==> src/hdl/afb_pkg.sv <==
// constants for the and-with-file and bit-clear execute block
package afb_pkg;
  localparam int unsigned INSN_W = 12;
  localparam int unsigned DATA_W = 8;
  localparam int unsigned ADDR_W = 5;
  localparam logic [5:0] AND_ACCUMULATOR_WITH_FILE_OP = 6'h05;
  localparam logic [3:0] BCF_OP = 4'h4;
  localparam int unsigned OP6_HI = 11;
  localparam int unsigned OP6_LO = 6;
  localparam int unsigned OP4_LO = 8;
  localparam int unsigned DEST_BIT = 5;
  localparam int unsigned BIT_HI = 7;
  localparam int unsigned BIT_LO = 5;
  localparam logic [4:0] TIMER_ADDR = 5'h01;
  localparam logic [7:0] ACC_RESET = 8'h00;
  typedef enum logic [1:0] {
    AFB_IDLE = 2'b00,
    AFB_EXEC = 2'b01
  } afb_state_type;
endpackage : afb_pkg

==> src/hdl/afb_decode.sv <==
// opcode field decoder for the two instructions
module afb_decode (
  input wire logic [11:0] insn, // instruction word
  output logic is_and, // and-with-file decoded
  output logic is_bclr, // bit-clear decoded
  output logic dest_file, // result to file register
  output logic [4:0] file_addr, // file register address
  output logic [2:0] bit_sel // bit position
);
  always_comb
  begin
    is_and = (insn[afb_pkg::OP6_HI:afb_pkg::OP6_LO] == afb_pkg::AND_ACCUMULATOR_WITH_FILE_OP);
    is_bclr = (insn[afb_pkg::OP6_HI:afb_pkg::OP4_LO] == afb_pkg::BCF_OP);
    dest_file = insn[afb_pkg::DEST_BIT];
    file_addr = insn[afb_pkg::ADDR_W-1:0];
    bit_sel = insn[afb_pkg::BIT_HI:afb_pkg::BIT_LO];
  end
endmodule // afb_decode

==> src/hdl/afb_exec.sv <==
// execute stage for and-with-file and bit-clear instructions
module afb_exec (
  input wire logic mclk, // core clock
  input wire logic sys_rst, // synchronous reset, high
  input wire logic insn_valid, // instruction present this cycle
  input wire logic [11:0] insn, // instruction word
  input wire logic [7:0] file_rdata, // file register read data
  input wire logic [7:0] port_pins, // pin levels when address is a port
  input wire logic file_is_port, // addressed file is a port register
  input wire logic prescaler_to_timer, // prescaler assigned to timer
  output logic [4:0] file_raddr, // file register read address
  output logic file_we, // file register write strobe
  output logic [4:0] file_waddr, // file register write address
  output logic [7:0] file_wdata, // file register write data
  output logic [7:0] acc, // working accumulator
  output logic zero_we, // zero flag update strobe
  output logic zero_val, // new zero flag value
  output logic prescaler_clr, // clear prescaler strobe
  output logic insn_done // instruction retired
);
  logic is_and;
  logic is_bclr;
  logic dest_file;
  logic [4:0] addr;
  logic [2:0] bit_sel;
  logic [7:0] operand;
  logic [7:0] result;
  logic to_file;
  logic [7:0] acc_q, acc_d;
  logic we_q, we_d;
  logic [4:0] waddr_q, waddr_d;
  logic [7:0] wdata_q, wdata_d;
  logic zwe_q, zwe_d;
  logic zval_q, zval_d;
  logic pclr_q, pclr_d;
  logic done_q, done_d;

  afb_decode u_dec (
    .insn(insn),
    .is_and(is_and),
    .is_bclr(is_bclr),
    .dest_file(dest_file),
    .file_addr(addr),
    .bit_sel(bit_sel)
  );

  assign file_raddr = addr;

  always_comb
  begin
    operand = file_is_port ? port_pins : file_rdata;
    result = is_and ? (acc_q & operand) : (operand & ~(8'h01 << bit_sel));
    to_file = is_bclr | (is_and & dest_file);
    acc_d = acc_q;
    we_d = 1'b0;
    waddr_d = addr;
    wdata_d = wdata_q;
    zwe_d = 1'b0;
    zval_d = zval_q;
    pclr_d = 1'b0;
    done_d = 1'b0;
    if (insn_valid && (is_and || is_bclr))
    begin
      done_d = 1'b1;
      if (to_file)
      begin
        we_d = 1'b1;
        wdata_d = result;
        pclr_d = (addr == afb_pkg::TIMER_ADDR) & prescaler_to_timer;
      end
      else
      begin
        acc_d = result;
      end
      if (is_and)
      begin
        zwe_d = 1'b1;
        zval_d = (result == 8'h00);
      end
    end
  end

  always_ff @(posedge mclk)
  begin
    if (sys_rst)
    begin
      acc_q <= afb_pkg::ACC_RESET;
      we_q <= 1'b0;
      waddr_q <= 5'h00;
      wdata_q <= 8'h00;
      zwe_q <= 1'b0;
      zval_q <= 1'b0;
      pclr_q <= 1'b0;
      done_q <= 1'b0;
    end
    else
    begin
      acc_q <= acc_d;
      we_q <= we_d;
      waddr_q <= waddr_d;
      wdata_q <= wdata_d;
      zwe_q <= zwe_d;
      zval_q <= zval_d;
      pclr_q <= pclr_d;
      done_q <= done_d;
    end
  end

  assign acc = acc_q;
  assign file_we = we_q;
  assign file_waddr = waddr_q;
  assign file_wdata = wdata_q;
  assign zero_we = zwe_q;
  assign zero_val = zval_q;
  assign prescaler_clr = pclr_q;
  assign insn_done = done_q;
endmodule // afb_exec

==> config.mk <==
export PLATFORM = sky130hd
export DESIGN_NAME = afb_exec
export DESIGN_NICKNAME = d
export VERILOG_FILES = /design/src/hdl/afb_pkg.sv /design/src/hdl/afb_decode.sv /design/src/hdl/afb_exec.sv
export SDC_FILE = /design/constraint.sdc
export NUM_CORES = 1
export LEC_CHECK = 0
export ABC_AREA = 1
export ABC_CLOCK_PERIOD_IN_PS = 3000
export BUFFER_PORTS_ARGS = -buffer_cell sky130_fd_sc_hd__clkbuf_2
export CORE_MARGIN = 3
export CORE_UTILIZATION = 48
export CTS_CLUSTER_DIAMETER = 60
export DETAILED_ROUTE_END_ITERATION = 7
export PLACE_DENSITY = 0.83
export REMOVE_ABC_BUFFERS = 1
export SETUP_SLACK_MARGIN = 0.05
export SYNTH_ARGS = -nofsm -noshare
export SYNTH_HDL_FRONTEND = slang
export SYNTH_HIERARCHICAL = 1
export SYNTH_SLANG_ARGS = --single-unit
==> constraint.sdc <==
create_clock -name mclk -period 3 [get_ports mclk]
set_input_delay 0.75 -clock mclk [delete_from_list [all_inputs] [get_ports mclk]]
set_output_delay 0.75 -clock mclk [all_outputs]
set_load 0.05 [all_outputs]
==> results.sh <==
export IMPL_synth_compound_area_share_pct=14.9
export IMPL_ctsResizeCount=0
export IMPL_ant_nets=0
export IMPL_crit_path_top_delay_cell="a21oi_2"
export IMPL_hold_end="zero_val$_SDFFE_PP0P_"
export IMPL_die_h_um=57.7
export IMPL_crit_path_start="insn[8]"
export IMPL_drtIter0Drc=32
export IMPL_synthAdderAreaFrac_pct=0
export IMPL_drive_gt1_share_pct=32.0
export IMPL_synthXorXnorAreaFrac_pct=0
export IMPL_grt_total_usage_pct=17.6
export IMPL_clock_path_buffers=2
export IMPL_intPower_mw=0.527
export IMPL_syn_avg_cell_area_um2=6.83
export IMPL_netSwitchingFraction_pct=27.7
export IMPL_reg2reg_from="acc[2]$_SDFFE_PP0P_"
export IMPL_slew_headroom_pct=58.1
export IMPL_clockPowerShare_pct=33.5
export IMPL_initial_core_util_pct=51.4
export IMPL_setup_tns_ns=0
export IMPL_worst_pin_slew_ns=0.629
export IMPL_whs_path_depth=2
export IMPL_path_clk_slew_ns=0.15
export IMPL_nNetsFinal=275
export IMPL_dieArea_um2=3330
export IMPL_grt_max_degree=18
export IMPL_cpMostUsedCell="inv_1"
export IMPL_grt_first_pass_wirelength_um=4660
export IMPL_hold_buffers=0
export IMPL_crit_path_start_kind="primary input"
export IMPL_synth_area_um2=1280
export IMPL_synthTopCellsByArea="dfxtp_1, nand2_1, inv_1"
export IMPL_yosysMostFrequentCell="nand2_1"
export IMPL_fin_ws_ns=0.853
export IMPL_synth_top_cell_area_share_pct=40.5
export IMPL_period_share_pct=71.6
export IMPL_yosysSeqAreaShare_pct=40.5
export IMPL_worst_r2r_cell_count=6
export IMPL_wl_per_cell_um=10.8
export IMPL_cts_tree="yes"
export IMPL_leakage_nw=0.854
export IMPL_yosysTopAreaCell="dfxtp_1"
export IMPL_row_count=18
export IMPL_p_seq_share_pct=48.8
export IMPL_wirelength_um=2940
export IMPL_cp_top_family="simple AND/OR/NAND/NOR gates"
export IMPL_clk_latency_ns=0.33
export IMPL_synth_common_cells="nand2_1, inv_1, dfxtp_1"
export IMPL_synth_main_ff_cell="dfxtp_1"
export IMPL_globalRouteOverflowTotal=0
export IMPL_place_congestion=0.804
export IMPL_cp_max_fo=17
export IMPL_netlist_instances=188
export IMPL_dp_slack_ns=0.492
export IMPL_r2r_end="zero_val$_SDFFE_PP0P_"
export IMPL_vias_per_cell=4.79
export IMPL_drc_errors=0
export IMPL_critPathBufInv=3
export IMPL_cts_setup_buffers=0
export IMPL_numCtsBuffers=3
export IMPL_hp_start="zero_val$_SDFFE_PP0P_"
export IMPL_synth_top_family_by_area="simple AND/OR/NAND/NOR gates"
export IMPL_ys_seq_elements=26
export IMPL_maxSlewViolCount=0
export IMPL_drtPass1Iterations=4
export IMPL_holdCritPathClass="reg2reg"
export IMPL_cts_htree_levels=1
export IMPL_pwr_density_cell_nw_per_um2=459
export IMPL_cts_sinks=26
export IMPL_synthSimpleGateAreaFrac_pct=27.9
export IMPL_finalClockSkew_ns=0.0118
export IMPL_synthArstFlopShare_pct=0
export IMPL_fin_crit_ns=2.15
export IMPL_rsz0062_at_grt="false"
export IMPL_dp_hpwl_um=2330
export IMPL_fmax_mhz=466
export IMPL_synthMuxAreaShare_pct=0
export IMPL_insertedDiodeCount=0
export IMPL_port_buffers=63
export IMPL_die_w_um=57.7
export IMPL_grt_pass1_vias=1143
export IMPL_synthDistinctLibCells=21
export IMPL_p_sw_mw=0.202
export IMPL_pin_count=64
export IMPL_status="complete, no violations"
export IMPL_reg2reg_slack_ns=1.90
export IMPL_arrival_ns=2.41
export IMPL_p_comb_share_pct=17.7
export IMPL_hold_viol=0
export IMPL_syn_to_final_growth_pct=23.9
export IMPL_antenna_found_initial=0
export IMPL_vias=1298
export IMPL_end_kind="flip-flop"
export IMPL_worstSetupPathType="in2reg"
export IMPL_cp_required_ns=3.26
export IMPL_synth_edff_count=0
export IMPL_ir_worst_vdd_mv=0.341
export IMPL_cpPeakStageDelay_ns=0.50
export IMPL_maxCapViolCount=0
export IMPL_core_area_um2=2500
export IMPL_cts_root_buf="clkbuf_4"
export IMPL_path_cells="clkbuf_2 > inv_1 > nor2_1 > nand2_1 > nor2_2 > o21ai_2 > a21oi_2 > inv_1 > nor3_1"
export IMPL_yosys_warnings=6
export IMPL_setup_viol=0
==> layout make-up <==
class	instances	area [um2]
flip-flops and latches	26	520
multi-input cells	119	549
fillers	247	910
clock buffers	3	22.5
clock inverters	1	30.0
inverters	28	108
repair buffers	64	323
well taps	30	37.5
==> worst reg2reg max path, stage by stage, from the launching register on <==
cell	delay (ns)
dfxtp_1	0.36
or2_0	0.24
nand3_2	0.11
nand2_1	0.07
nor2_2	0.09
nand3_2	0.07
a21oi_2	0.11
==> metrics by stage <==
stage                     total power [mW]  util (%)  std cells  instance area (um2)  hold WS (ns)
after global routing                 0.755      63.6        271                 1590         0.539
after CTS                            0.731      63.6        271                 1590         0.494
after floorplan                      0.433         -        173                 1180         0.699
after detailed placement             0.494      61.5        267                 1540         0.472
after global placement               0.492      61.5        267                 1540         0.473
final                                0.730      63.6        271                 1590         0.494
==> placed cells by master, fill, tap and decap left out, types with 2 or more instances in the layout <==
master    instances
clkbuf_2         63
a21oi_1          17
nand3_1           7
nand2_1          44
nor2_1           20
nor2_2            2
a21oi_2           2
dfxtp_1          26
or2_0             2
nor3_1            3
inv_1            27
o21ai_0          16
nand3_2           2
clkbuf_4          3
==> sequential cells by signal, summed over array words and instances, names as in the netlist <==
register / flops
zero_we: 1
acc: 8
file_waddr: 5
prescaler_clr: 1
insn_done: 1
file_we: 1
zero_val: 1
file_wdata: 8
==> power by group through the flow <==
stage                     registers [mW]  clock network, mW  logic [mW]
final                              0.356              0.244       0.129
after global placement             0.363                  0       0.129
after detailed placement           0.363                  0       0.130
after floorplan                    0.389                  0      0.0435
after CTS                          0.356              0.245       0.131
after global routing               0.357              0.256       0.142
==> cells by family after synthesis <==
family | count (synthesis)
buffers and inverters | 43
DFF | 26
AOI/OAI and AO/OA | 36
and+or+nand+nor | 83
==> worst max path at each step <==
stage                                       to  slack, ns  depth (start not counted)
floorplan                  acc[1]$_SDFFE_PP0P_       0.86                          8
finish                prescaler_clr$_SDFF_PP0_       0.85                          9
detailed placement    prescaler_clr$_SDFF_PP0_       0.49                          9
global route        file_wdata[3]$_SDFFE_PP0P_       0.65                          9
CTS                   prescaler_clr$_SDFF_PP0_       0.85                          9
global placement      prescaler_clr$_SDFF_PP0_       0.59                          9
==> routing by layer <==
layer  part of all wire [%]  track usage (%)  vias to the layer above  routed length (um)
met1                     44             21.3                      560                1280
met3                    6.8             3.34                        5                 201
li1                       -                -                      693                   -
met2                     48             30.6                       40                1410
met4                    1.5             6.95                        0                  43
met5                      0                0                        -                   0
Note: power is estimated with default switching activity, not from simulation.
